===== src/include/cmc_pkg.sv =====
// constants, register map and state type for the CAN master mode control block
// assumes a 40 MHz peripheral clock and a fixed nominal bit time on the bus
package cmc_pkg;
   localparam int CLK_PERIOD_NS = 25;
   localparam int BIT_TIME_NS = 1000;
   // longest whole number of clocks inside one bit time
   localparam int BIT_CYCLES = BIT_TIME_NS / CLK_PERIOD_NS;
   localparam int IDLE_RUN_BITS = 11;
   localparam int BUSOFF_RUNS = 128;

   localparam logic [11:0] OFS_MASTER_CONTROL = 12'h000;
   localparam logic [11:0] OFS_MASTER_STATUS = 12'h004;
   localparam logic [11:0] OFS_IRQ_ENABLE = 12'h014;

   localparam logic [31:0] MCTRL_RESET = 32'h0001_0002;
   localparam logic [31:0] MCTRL_RW_MASK = 32'h0001_00ff;

   localparam int BIT_DEBUG_FREEZE = 16;
   localparam int BIT_SOFT_RESET = 15;
   localparam int BIT_TIME_TRIGGERED = 7;
   localparam int BIT_AUTO_BUSOFF = 6;
   localparam int BIT_AUTO_WAKEUP = 5;
   localparam int BIT_NO_RETRANSMIT = 4;
   localparam int BIT_RX_FIFO_LOCK = 3;
   localparam int BIT_TX_ORDER = 2;
   localparam int BIT_SLEEP_REQUEST = 1;
   localparam int BIT_INIT_REQUEST = 0;

   localparam int BIT_RX_LEVEL = 11;
   localparam int BIT_WAKEUP_FLAG = 3;
   localparam int BIT_SLEEP_ACK = 1;
   localparam int BIT_INIT_ACK = 0;
   localparam int BIT_WAKEUP_IE = 3;

   typedef enum logic [1:0] {
      ST_SLEEP = 2'b00,
      ST_INIT = 2'b01,
      ST_SYNC = 2'b10,
      ST_NORMAL = 2'b11
   } cmc_state_t;
endpackage


===== src/rtl/cmc_sync2.sv =====
// two flip-flop synchroniser for pin-level inputs
// assumes inputs are static levels; reset value chosen by parameter
`timescale 1ns/100ps
`default_nettype none
module cmc_sync2 #(
   parameter int W = 1,
   parameter logic [W-1:0] RESET_VAL = '0
) (
   input wire logic clock_i,
   input wire logic rst_b_i,
   input wire logic [W-1:0] d_i,
   output logic [W-1:0] q_o
);
   logic [W-1:0] meta;
   logic [W-1:0] next_meta;
   logic [W-1:0] next_q;

   initial begin
      if (W < 1) $error("cmc_sync2: width must be positive");
   end

   always_comb begin
      next_meta = d_i;
      next_q = meta;
   end

   always_ff @(posedge clock_i) begin
      if (!rst_b_i) begin
         meta <= RESET_VAL;
         q_o <= RESET_VAL;
      end else begin
         meta <= next_meta;
         q_o <= next_q;
      end
   end
endmodule
`default_nettype wire


===== src/rtl/cmc_idle_detect.sv =====
// finds runs of consecutive recessive bits on the synchronised receive line
// assumes rx_i is already synchronised; the bit grid is free running
`timescale 1ns/100ps
`default_nettype none
module cmc_idle_detect
   import cmc_pkg::*;
#(
   parameter int BIT_CLKS = BIT_CYCLES,
   parameter int RUN_BITS = IDLE_RUN_BITS
) (
   input wire logic clock_i,
   input wire logic rst_b_i,
   input wire logic rx_i,
   input wire logic restart_i,
   output logic run_done_o
);
   logic [15:0] div;
   logic [7:0] run;
   logic [15:0] next_div;
   logic [7:0] next_run;
   logic next_done;
   logic tick;

   initial begin
      if (BIT_CLKS < 2 || BIT_CLKS > 65535) $error("cmc_idle_detect: bad bit length");
      if (RUN_BITS < 1 || RUN_BITS > 255) $error("cmc_idle_detect: bad run length");
   end

   always_comb begin
      tick = (div == 16'(BIT_CLKS - 1));
      next_div = tick ? 16'h0000 : div + 16'h0001;
      next_run = run;
      next_done = 1'b0;
      // a dominant level anywhere in the run starts the count over
      if (restart_i || !rx_i) begin
         next_run = 8'h00;
      end else if (tick) begin
         if (run == 8'(RUN_BITS - 1)) begin
            next_run = 8'h00;
            next_done = 1'b1;
         end else begin
            next_run = run + 8'h01;
         end
      end
   end

   always_ff @(posedge clock_i) begin
      if (!rst_b_i) begin
         div <= 16'h0000;
         run <= 8'h00;
         run_done_o <= 1'b0;
      end else begin
         div <= next_div;
         run <= next_run;
         run_done_o <= next_done;
      end
   end
endmodule
`default_nettype wire


===== src/rtl/cmc_master_ctrl.sv =====
// CAN master mode control: control/status registers on APB, mode sequencing
// assumes the protocol engine shares clock_i; rx pin and debug halt are asynchronous
`timescale 1ns/100ps
`default_nettype none
module cmc_master_ctrl
   import cmc_pkg::*;
#(
   parameter int BIT_CLKS = BIT_CYCLES
) (
   input wire logic clock_i,
   input wire logic rst_b_i,
   input wire logic psel_i,
   input wire logic penable_i,
   input wire logic pwrite_i,
   input wire logic [11:0] paddr_i,
   input wire logic [31:0] pwdata_i,
   output logic [31:0] prdata_o,
   output logic pready_o,
   output logic pslverr_o,
   input wire logic rx_pin_i,
   input wire logic debug_halt_i,
   input wire logic bus_busy_i,
   input wire logic bus_off_i,
   input wire logic tx_end_i,
   input wire logic tx_fail_i,
   input wire logic rx_msg_i,
   input wire logic rx_fifo_full_i,
   output cmc_pkg::cmc_state_t mode_o,
   output logic init_ack_o,
   output logic sleep_ack_o,
   output logic freeze_o,
   output logic time_triggered_mode_o,
   output logic tx_order_select_o,
   output logic fifo_clear_o,
   output logic busoff_exit_o,
   output logic retransmit_o,
   output logic rx_overwrite_o,
   output logic rx_discard_o,
   output logic state_change_irq_o
);
   import cmc_pkg::*;

   logic rx_s, halt_s, sync_done, bo_done;

   cmc_sync2 #(.W(2), .RESET_VAL(2'b10)) u_sync (
      .clock_i(clock_i),
      .rst_b_i(rst_b_i),
      .d_i({rx_pin_i, debug_halt_i}),
      .q_o({rx_s, halt_s})
   );

   // control and mode state
   logic [31:0] ctrl;
   logic [31:0] next_ctrl;
   cmc_state_t state;
   cmc_state_t next_state;
   logic soft_master_reset, init_ack, sleep_ack, wake_flag, wake_ie, rx_prev;
   logic next_soft_master_reset, next_init_ack, next_sleep_ack, next_wake_flag, next_wake_ie;
   logic wr, sof, go_wake;

   always_comb begin
      next_ctrl = ctrl;
      next_soft_master_reset = 1'b0;
      next_state = state;
      next_init_ack = init_ack;
      next_sleep_ack = sleep_ack;
      next_wake_flag = wake_flag;
      next_wake_ie = wake_ie;
      go_wake = 1'b0;
      wr = psel_i && penable_i && pwrite_i && pready_o;
      sof = rx_prev && !rx_s;
      if (soft_master_reset) begin
         next_ctrl = MCTRL_RESET;
         next_state = ST_SLEEP;
         next_init_ack = 1'b0;
         next_sleep_ack = 1'b1;
      end else begin
         if (wr && paddr_i == OFS_MASTER_CONTROL) begin
            next_ctrl = pwdata_i & MCTRL_RW_MASK;
            next_soft_master_reset = pwdata_i[BIT_SOFT_RESET];
         end
         if (wr && paddr_i == OFS_IRQ_ENABLE) begin
            next_wake_ie = pwdata_i[BIT_WAKEUP_IE];
         end
         if (wr && paddr_i == OFS_MASTER_STATUS && pwdata_i[BIT_WAKEUP_FLAG]) begin
            next_wake_flag = 1'b0;
         end
         case (state)
            ST_SLEEP: begin
               if (ctrl[BIT_SLEEP_REQUEST] && ctrl[BIT_AUTO_WAKEUP] && sof) begin
                  next_ctrl[BIT_SLEEP_REQUEST] = 1'b0;
                  next_sleep_ack = 1'b0;
                  go_wake = 1'b1;
               end else if (!ctrl[BIT_SLEEP_REQUEST]) begin
                  go_wake = 1'b1;
               end
               if (go_wake && ctrl[BIT_INIT_REQUEST]) begin
                  next_state = ST_INIT;
                  next_init_ack = 1'b1;
                  next_sleep_ack = 1'b0;
               end else if (go_wake) begin
                  next_state = ST_SYNC;
               end
            end
            ST_INIT: begin
               if (!ctrl[BIT_INIT_REQUEST] && ctrl[BIT_SLEEP_REQUEST]) begin
                  next_state = ST_SLEEP;
                  next_init_ack = 1'b0;
                  next_sleep_ack = 1'b1;
               end else if (!ctrl[BIT_INIT_REQUEST]) begin
                  next_state = ST_SYNC;
               end
            end
            ST_SYNC: begin
               if (ctrl[BIT_INIT_REQUEST]) begin
                  next_state = ST_INIT;
                  next_init_ack = 1'b1;
                  next_sleep_ack = 1'b0;
               end else if (ctrl[BIT_SLEEP_REQUEST]) begin
                  next_state = ST_SLEEP;
                  next_init_ack = 1'b0;
                  next_sleep_ack = 1'b1;
               end else if (sync_done) begin
                  next_state = ST_NORMAL;
                  next_init_ack = 1'b0;
                  next_sleep_ack = 1'b0;
               end
            end
            default: begin
               // requests wait for the frame on the bus to finish
               if (!bus_busy_i && ctrl[BIT_INIT_REQUEST]) begin
                  next_state = ST_INIT;
                  next_init_ack = 1'b1;
               end else if (!bus_busy_i && ctrl[BIT_SLEEP_REQUEST]) begin
                  next_state = ST_SLEEP;
                  next_sleep_ack = 1'b1;
               end
            end
         endcase
         // set placed after the clear so a coincident event is kept
         if (state == ST_SLEEP && sof) begin
            next_wake_flag = 1'b1;
         end
      end
   end

   always_ff @(posedge clock_i) begin
      if (!rst_b_i) begin
         ctrl <= MCTRL_RESET;
         soft_master_reset <= 1'b0;
         state <= ST_SLEEP;
         init_ack <= 1'b0;
         sleep_ack <= 1'b1;
         wake_flag <= 1'b0;
         wake_ie <= 1'b0;
         rx_prev <= 1'b1;
      end else begin
         ctrl <= next_ctrl;
         soft_master_reset <= next_soft_master_reset;
         state <= next_state;
         init_ack <= next_init_ack;
         sleep_ack <= next_sleep_ack;
         wake_flag <= next_wake_flag;
         wake_ie <= next_wake_ie;
         rx_prev <= rx_s;
      end
   end

   cmc_idle_detect #(.BIT_CLKS(BIT_CLKS), .RUN_BITS(IDLE_RUN_BITS)) u_sync_idle (
      .clock_i(clock_i),
      .rst_b_i(rst_b_i),
      .rx_i(rx_s),
      .restart_i(state != ST_SYNC),
      .run_done_o(sync_done)
   );

   // bus-off recovery
   logic seen_init;
   logic [6:0] bo_count;
   logic next_seen_init;
   logic [6:0] next_bo_count;
   logic next_bo_exit;
   logic counting;

   always_comb begin
      counting = bus_off_i && (ctrl[BIT_AUTO_BUSOFF] || (seen_init && !ctrl[BIT_INIT_REQUEST]));
      next_seen_init = bus_off_i && (seen_init || ctrl[BIT_INIT_REQUEST]);
      next_bo_count = bo_count;
      next_bo_exit = 1'b0;
      if (!counting || soft_master_reset) begin
         next_bo_count = 7'h00;
      end else if (bo_done) begin
         next_bo_count = bo_count + 7'h01;
         if (bo_count == 7'(BUSOFF_RUNS - 1)) begin
            next_bo_exit = 1'b1;
            next_seen_init = 1'b0;
         end
      end
   end

   always_ff @(posedge clock_i) begin
      if (!rst_b_i) begin
         seen_init <= 1'b0;
         bo_count <= 7'h00;
         busoff_exit_o <= 1'b0;
      end else begin
         seen_init <= next_seen_init;
         bo_count <= next_bo_count;
         busoff_exit_o <= next_bo_exit;
      end
   end

   cmc_idle_detect #(.BIT_CLKS(BIT_CLKS), .RUN_BITS(IDLE_RUN_BITS)) u_bo_idle (
      .clock_i(clock_i),
      .rst_b_i(rst_b_i),
      .rx_i(rx_s),
      .restart_i(!counting),
      .run_done_o(bo_done)
   );

   // APB answer and engine-facing outputs
   logic [31:0] next_prdata;
   logic next_pready;
   logic next_pslverr;
   logic setup;

   always_comb begin
      setup = psel_i && !penable_i;
      next_pready = setup;
      next_pslverr = 1'b0;
      next_prdata = 32'h0000_0000;
      if (setup && paddr_i == OFS_MASTER_CONTROL) begin
         next_prdata = ctrl;
      end else if (setup && paddr_i == OFS_MASTER_STATUS) begin
         next_prdata[BIT_RX_LEVEL] = rx_s;
         next_prdata[BIT_WAKEUP_FLAG] = wake_flag;
         next_prdata[BIT_SLEEP_ACK] = sleep_ack;
         next_prdata[BIT_INIT_ACK] = init_ack;
      end else if (setup && paddr_i == OFS_IRQ_ENABLE) begin
         next_prdata[BIT_WAKEUP_IE] = wake_ie;
      end else if (setup) begin
         next_pslverr = 1'b1;
      end
   end

   always_ff @(posedge clock_i) begin
      if (!rst_b_i) begin
         prdata_o <= 32'h0000_0000;
         pready_o <= 1'b0;
         pslverr_o <= 1'b0;
         freeze_o <= 1'b0;
         fifo_clear_o <= 1'b0;
         retransmit_o <= 1'b0;
         rx_overwrite_o <= 1'b0;
         rx_discard_o <= 1'b0;
         state_change_irq_o <= 1'b0;
      end else begin
         prdata_o <= next_prdata;
         pready_o <= next_pready;
         pslverr_o <= next_pslverr;
         freeze_o <= ctrl[BIT_DEBUG_FREEZE] && halt_s;
         fifo_clear_o <= soft_master_reset;
         retransmit_o <= tx_end_i && tx_fail_i && !ctrl[BIT_NO_RETRANSMIT];
         rx_overwrite_o <= rx_msg_i && rx_fifo_full_i && !ctrl[BIT_RX_FIFO_LOCK];
         rx_discard_o <= rx_msg_i && rx_fifo_full_i && ctrl[BIT_RX_FIFO_LOCK];
         state_change_irq_o <= next_wake_flag && next_wake_ie;
      end
   end

   assign mode_o = state;
   assign init_ack_o = init_ack;
   assign sleep_ack_o = sleep_ack;
   assign time_triggered_mode_o = ctrl[BIT_TIME_TRIGGERED];
   assign tx_order_select_o = ctrl[BIT_TX_ORDER];
endmodule
`default_nettype wire


===== config.mk =====
export PLATFORM = sky130hd
export DESIGN_NAME = cmc_master_ctrl
export DESIGN_NICKNAME = d
export VERILOG_FILES = /design/src/include/cmc_pkg.sv /design/src/rtl/cmc_sync2.sv /design/src/rtl/cmc_idle_detect.sv /design/src/rtl/cmc_master_ctrl.sv
export SDC_FILE = /design/constraint.sdc
export NUM_CORES = 1
export LEC_CHECK = 0
export BUFFER_PORTS_ARGS = -buffer_cell sky130_fd_sc_hd__buf_2
export CAP_MARGIN = 5
export CORE_UTILIZATION = 58
export DETAILED_ROUTE_END_ITERATION = 10
export PLACE_DENSITY = 0.91
export SLEW_MARGIN = 20
export SYNTH_ARGS = -nofsm -noshare
export SYNTH_HDL_FRONTEND = slang
export SYNTH_SLANG_ARGS = --single-unit

===== constraint.sdc =====
create_clock -name clock_i -period 2.9 [get_ports clock_i]
set_input_delay 0.58 -clock clock_i [delete_from_list [all_inputs] [get_ports clock_i]]
set_output_delay 0.58 -clock clock_i [all_outputs]
set_load 0.01 [all_outputs]

==> results of run 1 <==
-- report_power, final --
group / switching (mW) / internal [mW] / total [mW]
sequential: 0.0335 / 1.38 / 1.41
combinational: 0.245 / 0.173 / 0.418
clock: 0.501 / 0.493 / 0.994
-- sequential cells by signal, summed over array words and instances, names as in the netlist, 2 cells and up --
| name | flops |
|---|---|
| u_sync_idle.run | 8 |
| u_sync.q_o | 2 |
| prdata_o | 10 |
| ctrl | 9 |
| u_sync.meta | 2 |
| u_sync_idle.div | 16 |
| u_bo_idle.run | 8 |
| mode_o | 2 |
| u_bo_idle.div | 16 |
| bo_count | 7 |
-- synth_stat cells, types with 3 or more instances --
cell	n
nand4_1	10
nor4_1	13
buf_2	3
and3_1	5
dfxtp_1	98
nor2_1	67
buf_4	22
a21oi_1	21
nand2_1	30
mux2i_1	15
o21ai_0	18
xnor2_1	25
and4b_1	3
and2_1	12
or4_1	4
clkbuf_1	13
ha_1	11
o21a_1	5
nor3_1	11
inv_1	17
and4_1	6
xor2_1	7
nand2b_1	9
o31ai_1	4
nand3_1	14
or3_1	13
a211oi_1	3
o211ai_1	3
-- layer usage --
layer / wire length (µm) / vias up / track usage
li1: - / 1826 / -
met1: 3930 / 1767 / 0.283
met2: 4870 / 133 / 0.435
met3: 447 / 33 / 0.0381
met4: 331 / 0 / 0.136
met5: 0 / - / 0
-- stage by stage --
stage	area, µm²	hold slack (ns)	util	setup WS, ns	instances
after floorplan	4560	0.386	-	1.08	523
after global placement	4760	0.392	0.646	0.720	645
after detailed placement	4760	0.396	0.646	0.650	645
after CTS	4980	0.389	0.676	0.736	661
after global routing	4980	0.400	0.676	0.534	661
final	4980	0.392	0.676	0.716	661
-- worst paths after layout --
path / endpoint / cells after the start
max: u_bo_idle.run[4] / 5
min: u_sync.meta[1] / 2
max reg2reg: u_bo_idle.run[4] / 5
min reg2reg: u_sync.q_o[1] / 1
-- worst max-delay path: stages, from the launching register on --
cell	delay (ns)
dfxtp_1	0.40
ha_1	0.27
and4b_1	0.26
nand4_1	0.40
or4_1	0.64
a21oi_1	0.15
-- cells by family after synthesis --
logic type,Yosys count
buffers and inverters,55
muxes,15
and+or+nand+nor,221
other,1
DFF,98
xor gates and xnor gates,32
adders and majority gates,11
AOI/OAI and AO/OA,69
-- cell type report --
type / instances / share of cell area
multi-input cells: 370 / 0.462
flip-flops and latches: 98 / 0.394
repair buffers: 61 / 0.0622
clock buffers: 9 / 0.0248
well taps: 99 / 0.0248
clock inverters: 7 / 0.0201
inverters: 17 / 0.0128
==> results.toml, run 1 <==
[status]
status = "finished clean"

[clocking]
cts_tree = "built"
clkTransAtPathRegs_ns = 0.09
cts-resized-gates = 0
post_cts_buffers = 0
cts_hold_buffers = 0
clkLatencyLatePin_ns = 0.38
clockBufferDepth = 2
cts_buffers = 9
cts.sinks = 98
root_buffer = "clkbuf_8"
cts-htree-levels = 3

[logic_synthesis]
synth-simple-area-share = 0.272
synth_cell_types = 59
synth_seq_cells = 98
seq_area_frac_synth = 0.438
synthesis.instances = 502
synth-adder-area-share = 0.0307
ys_async_sr_fraction = 0
synth.avg_cell_area_um2 = 8.92
ys.warnings.count = 0
synth_compound_area_frac = 0.0970
synth_area_um2 = 4480
synth_top_family_by_area = "simple AND/OR/NAND/NOR gates"
synth_top_cell_area_share = 0.438
synth_xor_area_frac = 0.0626
synth_mux_area_frac = 0.0335
synth_top_area_cell = "dfxtp_1"
synth_ff_type = "dfxtp_1"
synth-edff-count = 0
synth_area_leaders = "dfxtp_1 44%, nor2_1 5.6%, xnor2_1 4.9%"

[pwr]
peakVddDrop_uv = 284
powerDensity_nw_per_um2 = 567
fin_total_pwr_mw = 2.83
p_leak_nw = 1.93

[floorplanning]
row_count = 31
die_w_um = 89.9
start_util = 0.607
coreArea_um2 = 7370
dieArea_um2 = 8070
num_io_pins = 104
die_y_um = 89.9

[global_route]
grt_pass1_wl_um = 16200
grt_overflow = 0
grt_pass1_vias = 3610
grt_max_degree = 23
grt_util_all_layers = 0.246
antenna_found_initial = 0

[critical_path]
crit_start = "u_bo_idle.div[0]"
r2r_start = "u_bo_idle.div[0]"
cp.arrival_ns = 2.49
start_kind = "flop"
end_kind = "flop"
critPathKind = "flop to flop"
critPathRequiredTime_ns = 3.21
cp_max_fo = 14
r2r_slack_ns = 0.72

[final_layout]
num_antenna_cells = 0
layout.nets = 625
multi_input_area_um2 = 2300
layout-drive-gt1-share = 0.155
fill_cells = 582
final_common_cell = "dfxtp_1"
seq_area_um2 = 1960
final_cell_mix = "98 x dfxtp_1, 67 x nor2_1, 59 x buf_2"
area.growth.synth_to_final_pct = 11.3

[placement]
hpwlAfterDp_um = 6700
routabilityCongestion = 0.841
port_buffers = 59

[routing]
wirelength_um = 9580
drc = 0
drt_iter0_drc = 233
vias_per_cell = 5.69
postRouteAntennaNets = 0
post_drt_wl_per_cell_um = 14.5
vias = 3759
first_pass_iters = 4

[sta]
max_freq_mhz = 458
period_minus_slack_ns = 2.18
worstMarginPinSlew_ns = 0.732
setup_viol = 0
setup_tns_ns = 0
finalHoldViolations = 0
rsz0062_at_grt = "no"
max_slew_margin = 0.508
final_max_slew_viol_count = 0
min_period_over_period = 0.753
fin_skew_ns = 0.0145

[min_path]
min_from = "rx_pin_i"
holdCritPathClass = "input pin to flop"

[flow_run]
max_cap_viol_count = 0
Note: power is estimated with default switching activity, not from simulation.
==> run 2: changes to the inputs <==
--- a/config.mk
+++ b/config.mk
@@ -5,11 +5,12 @@
 export SDC_FILE = /design/constraint.sdc
 export NUM_CORES = 1
 export LEC_CHECK = 0
+export ABC_AREA = 1
 export BUFFER_PORTS_ARGS = -buffer_cell sky130_fd_sc_hd__buf_2
 export CAP_MARGIN = 5
-export CORE_UTILIZATION = 58
+export CORE_UTILIZATION = 49
 export DETAILED_ROUTE_END_ITERATION = 10
-export PLACE_DENSITY = 0.91
+export PLACE_DENSITY = 0.82
 export SLEW_MARGIN = 20
 export SYNTH_ARGS = -nofsm -noshare
 export SYNTH_HDL_FRONTEND = slang
==> constraint.sdc (replaced) <==
create_clock -name clock_i -period 1.9 [get_ports clock_i]
set_input_delay 0.38 -clock clock_i [delete_from_list [all_inputs] [get_ports clock_i]]
set_output_delay 0.38 -clock clock_i [all_outputs]
set_load 0.01 [all_outputs]
==> run 2 against run 1 <==
Net effect:
- register-to-register slack got worse by 0.40 ns
- largest power group unchanged
- die area increased by 29%
- non-clock buffer count increased by 2
- via count increased by 17%
- maximum frequency increased by 38%
- sequential cell count unchanged
- core utilization decreased by 12 points
- synthesized cell count increased by 39%
==> results.toml, run 2 <==
[sta]
setup_tns_ns = 0
whs_ns = 0.223
rsz0062_at_grt = "no"
finalHoldViolations = 0
final_max_slew_viol_count = 0
layout_setup_ws_ns = 0.317
min_period_over_period = 0.833
period_minus_slack_ns = 1.58
max_freq_mhz = 632
fin_skew_ns = 0.0147
setup_viol = 0

[clocking]
cts-resized-gates = 0
cts_tree = "built"
post_cts_buffers = 0
clockBufferDepth = 2
cts_buffers = 9
root_buffer = "clkbuf_8"
clkLatencyLatePin_ns = 0.38
cts_hold_buffers = 0
cts.sinks = 98
clkTransAtPathRegs_ns = 0.11
cts-htree-levels = 3

[placement]
hpwlAfterDp_um = 7470
dp_cells = 887
port_buffers = 59
place_ws_ns = 0.339
dpl_cell_area_um2 = 5260
routabilityCongestion = 0.836

[critical_path]
crit_path_cell_trace = "inv_1, ha_1, inv_1, nand2_1, nor2_1, and2_1, nor2_1, nand2_1, a21oi_1, nor2_1"
cp_max_fo = 6
slowest_stage = "dfxtp_1"
r2r_start = "mode_o[0]"
slowest_delay_ns = 0.35
crit_family = "simple AND/OR/NAND/NOR gates"
cp.arrival_ns = 1.87
end_kind = "flop"
cp_common_cell = "nor2_1"
r2r-end = "mode_o[1]"
r2r_slack_ns = 0.32
path_buf_inv = 2
reg2reg_depth = 10
start_kind = "flop"
critPathKind = "flop to flop"
critPathRequiredTime_ns = 2.18

[pwr]
fin_total_pwr_mw = 3.91
power.switching_mw = 1.12
p_comb_frac = 0.124
switching_share = 0.288
pwr-share-clk = 0.330
p_int_mw = 2.78
p_leak_nw = 2.28
powerDensity_nw_per_um2 = 717
seqPwrFrac = 0.546
peakVddDrop_uv = 471

[logic_synthesis]
synth_top_cells_by_count = "149 x nand2_1, 98 x dfxtp_1, 98 x nor2_1"
synth_xor_area_frac = 0.0268
synth.most_common_cell = "nand2_1"
synth-simple-area-share = 0.353
synthesis.instances = 699
synth_ff_type = "dfxtp_1"
synth-edff-count = 0
synth_top_cell_area_share = 0.400
synth_seq_cells = 98
synth.avg_cell_area_um2 = 7.01
synth_mux_area_frac = 0.00204
synth_compound_area_frac = 0.0738
synth_area_um2 = 4900
synth-adder-area-share = 0.0281
synth_area_leaders = "dfxtp_1 40%, nand2_1 11%, nor2_1 7.5%"
ys.warnings.count = 0
synth_top_area_cell = "dfxtp_1"
synth_top_family_by_area = "simple AND/OR/NAND/NOR gates"
seq_area_frac_synth = 0.400
synth_cell_types = 36
ys_async_sr_fraction = 0

[floorplanning]
coreArea_um2 = 9730
die_w_um = 102
num_io_pins = 104
start_util = 0.504
row_count = 36
dieArea_um2 = 10400
die_y_um = 102

[final_layout]
fin_area_um2 = 5450
final_cells = 903
post-route-util = 0.560
final_common_cell = "nand2_1"
reg_top3 = "u_bo_idle.div (16), u_sync_idle.div (16), prdata_o (10)"
final_cell_mix = "149 x nand2_1, 98 x nor2_1, 98 x dfxtp_1"
num_antenna_cells = 0
layout.nets = 833
area.growth.synth_to_final_pct = 11.2
layout-drive-gt1-share = 0.143

[routing]
wirelength_um = 9880
vias_per_cell = 4.89
drt_iter0_drc = 155
post_drt_wl_per_cell_um = 10.9
postRouteAntennaNets = 0
vias = 4413
first_pass_iters = 4
drc = 0

[global_route]
grt_pass1_wl_um = 16900
top_usage_layer = "met2"
grt_pass1_vias = 4047
grt_overflow = 0
antenna_found_initial = 0
met1_usage = 0.257
use_met3 = 0.0390
grt_util_all_layers = 0.202
grt_max_degree = 19
met2_usage = 0.344

[min_path]
holdCritPathClass = "input pin to flop"
min_from = "rx_pin_i"
min_to = "u_sync.meta[1]"
hold-path-cell-count = 2

[status]
status = "finished clean"

[flow_run]
max_cap_viol_count = 0
==> run 2: cell types whose count changed in the layout (fill, tap and decap cells not counted), moves of 14 or more <==
cell / before / now
mux2i_1: 15 / 1
inv_1: 17 / 88
nor2_1: 67 / 98
nand4_1: 10 / 29
a21oi_1: 21 / 45
nand2_1: 30 / 149
xnor2_1: 25 / 2
nand3_1: 14 / 54
==> run 2: power by group through the flow <==
stage / sequential [mW] / combinational [mW] / clock, mW
after floorplan: 2.19 / 0.351 / 0
after global placement: 2.18 / 0.477 / 0
after detailed placement: 2.18 / 0.480 / 0
after CTS: 2.13 / 0.482 / 1.32
after global routing: 2.14 / 0.555 / 1.39
final: 2.13 / 0.483 / 1.29
==> run 2: how the worst max path moves through the flow <==
stage                from        end  slack [ns]  cells past startpoint
2_1_floorplan   mode_o[0]  mode_o[1]        0.43                     12
3_3_place_gp    mode_o[0]  mode_o[1]        0.35                     10
3_5_place_dp   paddr_i[8]    ctrl[3]        0.34                      7
4_1_cts         mode_o[0]  mode_o[0]        0.32                     11
5_1_grt         mode_o[0]  mode_o[0]         0.1                     11
6_report        mode_o[0]  mode_o[1]        0.32                     10
==> run 2: logic make-up after synthesis <==
logic type      after synthesis
compound gates               68
xor+xnor                     15
fa+ha+maj                    11
buf+inv                     124
flops                        98
mux                           1
other cells                   1
simple gates                381
==> run 2: cell type report <==
type	count	area (µm²)
Clock buffer	9	124
Clock inverter	7	62.6
Fill cell	932	4280
Inverter	95	357
Multi-Input combinational cell	498	2450
Sequential cell	98	1960
Tap cell	133	166
Timing Repair Buffer	63	325
==> run 2: metal layers <==
layer / part of all wire / wire, µm / vias up
met5: 0 / 0 / -
met2: 0.47 / 4650 / 79
li1: - / - / 2333
met1: 0.48 / 4750 / 1987
met4: 0.015 / 150 / 0
met3: 0.034 / 335 / 14
==> run 3: changes to the inputs <==
--- a/config.mk
+++ b/config.mk
@@ -5,12 +5,12 @@
 export SDC_FILE = /design/constraint.sdc
 export NUM_CORES = 1
 export LEC_CHECK = 0
-export ABC_AREA = 1
+export ABC_AREA = 0
 export BUFFER_PORTS_ARGS = -buffer_cell sky130_fd_sc_hd__buf_2
 export CAP_MARGIN = 5
 export CORE_UTILIZATION = 49
 export DETAILED_ROUTE_END_ITERATION = 10
-export PLACE_DENSITY = 0.82
+export PLACE_DENSITY = 0.83
 export SLEW_MARGIN = 20
 export SYNTH_ARGS = -nofsm -noshare
 export SYNTH_HDL_FRONTEND = slang
==> constraint.sdc (replaced) <==
create_clock -name clock_i -period 1.32 [get_ports clock_i]
set_input_delay 0.264 -clock clock_i [delete_from_list [all_inputs] [get_ports clock_i]]
set_output_delay 0.264 -clock clock_i [all_outputs]
set_load 0.01 [all_outputs]
==> run 3 against run 2 <==
Net effect:
- the flow now finishes with violations (setup timing)
- sequential power rose by 47%
- die area down 8.5%
- wire length rose by 29%
- final cell count shrank 12%
- clock skew is 0.0022 ns lower
- core utilization up 19 points
- combinational power increased to 4.0 times the previous value
- final area up 21%
- worst setup slack worse by 0.70 ns
- worst hold slack got worse by 0.12 ns
- register-to-register slack worse by 0.70 ns
- first-iteration DRC count rose by 37%
==> results.toml, run 3 (synthesis results as in run 1) <==
[status]
status = "finished, violations left"
failed_checks = "setup timing"

[min_path]
min_to = "u_sync.meta[0]"
holdCritPathClass = "input pin to flop"
min_from = "debug_halt_i"
hold-path-cell-count = 2

[placement]
hpwlAfterDp_um = 8380
place_ws_ns = -0.384
dp_cells = 761
routabilityCongestion = 0.856
port_buffers = 59

[final_layout]
final_common_cell = "buf_4"
final_cells = 793
reg_top3 = "u_bo_idle.div (16), u_sync_idle.div (16), prdata_o (10)"
num_antenna_cells = 0
final_cell_mix = "112 x buf_4, 71 x dfxtp_1, 59 x buf_2"
layout.nets = 748
area.growth.synth_to_final_pct = 47.0
layout-drive-gt1-share = 0.461

[pwr]
p_comb_frac = 0.277
seqPwrFrac = 0.454
p_leak_nw = 2.63
powerDensity_nw_per_um2 = 1050
pwr-share-clk = 0.269
p_int_mw = 4.88
power.switching_mw = 2.02
peakVddDrop_uv = 794
switching_share = 0.293

[critical_path]
critPathKind = "flop to flop"
critPathRequiredTime_ns = 1.58
end_kind = "flop"
r2r-end = "u_bo_idle.run[4]"
r2r_start = "u_bo_idle.div[10]"
reg2reg_depth = 7
start_kind = "flop"
cp.arrival_ns = 1.96
cp_max_fo = 12
r2r_slack_ns = -0.38

[routing]
first_pass_iters = 4
wirelength_um = 12700
drc = 0
vias = 4339
post_drt_wl_per_cell_um = 16.1
postRouteAntennaNets = 0
drt_iter0_drc = 213
vias_per_cell = 5.47

[floorplanning]
dieArea_um2 = 9520
num_io_pins = 104
die_y_um = 97.6
die_w_um = 97.6
start_util = 0.511
row_count = 34
coreArea_um2 = 8760

[global_route]
grt_pass1_vias = 4372
grt_util_all_layers = 0.255
antenna_found_initial = 0
grt_max_degree = 18
grt_pass1_wl_um = 19800
grt_overflow = 0

[sta]
finalHoldViolations = 0
period_minus_slack_ns = 1.70
fin_skew_ns = 0.0126
layout_setup_ws_ns = -0.384
whs_ns = 0.105
final_max_slew_viol_count = 0
rsz0062_at_grt = "yes"
max_freq_mhz = 587
min_period_over_period = 1.29
setup_tns_ns = -14.85
setup_viol = 56

[clocking]
root_buffer = "clkbuf_8"
cts-htree-levels = 3
clkLatencyLatePin_ns = 0.37
cts_buffers = 9
clkTransAtPathRegs_ns = 0.10
clockBufferDepth = 2
cts_tree = "built"
cts.sinks = 98

[flow_run]
max_cap_viol_count = 0
==> run 3: cell type report <==
type,instances,area [µm²]
Multi-Input combinational cell,372,2880
Clock buffer,11,141
Tap cell,108,135
Sequential cell,98,2010
Inverter,17,68.8
Timing Repair Buffer,182,1300
Fill cell,569,2180
Clock inverter,5,42.5
==> run 3: worst max path at each step <==
stage | from | endpoint | slack [ns] | depth (start not counted)
3_3_place_gp | u_bo_idle.div[10] | u_bo_idle.run[4] | -0.33 | 6
5_1_grt | u_bo_idle.div[10] | u_bo_idle.run[4] | -0.48 | 7
4_1_cts | u_bo_idle.div[10] | u_bo_idle.run[4] | -0.38 | 6
3_5_place_dp | u_bo_idle.div[10] | u_bo_idle.run[4] | -0.38 | 6
2_1_floorplan | mode_o[1] | mode_o[1] | -0.27 | 6
6_report | u_bo_idle.div[10] | u_bo_idle.run[4] | -0.38 | 7
==> run 3: through the flow <==
step                power (mW)  utilization  area, µm²
CTS                       6.74        0.720       6310
global placement          4.49        0.661       5790
floorplan                 4.03            -       4830
global route              7.20        0.751       6580
finish                    6.89        0.751       6580
detailed placement        4.55        0.661       5790
==> run 3: timing repair <==
action	in CTS	in global routing
pin swaps	21	30
setup buffers	6	9
hold buffers	0	0
cloned	2	0
endpoints found under the setup margin	57	69
gates resized for setup	49	53
==> run 3: layer usage <==
| metal | track usage | wire, µm | up-vias |
|---|---|---|---|
| met2 | 0.476 | 6860 | 126 |
| met1 | 0.287 | 5090 | 2104 |
| met5 | 0 | 0 | - |
| met3 | 0.0403 | 411 | 33 |
| met4 | 0.102 | 367 | 0 |
| li1 | - | - | 2076 |
==> run 3: critical path, stage by stage, from the launching register on <==
cell and delay, ns:
dfxtp_2 0.35, nor4_4 0.28, buf_4 0.15, nand4_1 0.12, buf_6 0.17, buf_4 0.14, o21ai_0 0.30, a21oi_2 0.09
==> run 3: power groups by stage <==
stage / combinational [mW] / clock (mW) / sequential (mW)
2_1_floorplan: 0.819 / 0 / 3.21
3_3_place_gp: 1.32 / 0 / 3.17
3_5_place_dp: 1.37 / 0 / 3.18
4_1_cts: 1.73 / 1.88 / 3.13
5_1_grt: 2.03 / 2.03 / 3.14
6_report: 1.91 / 1.86 / 3.13
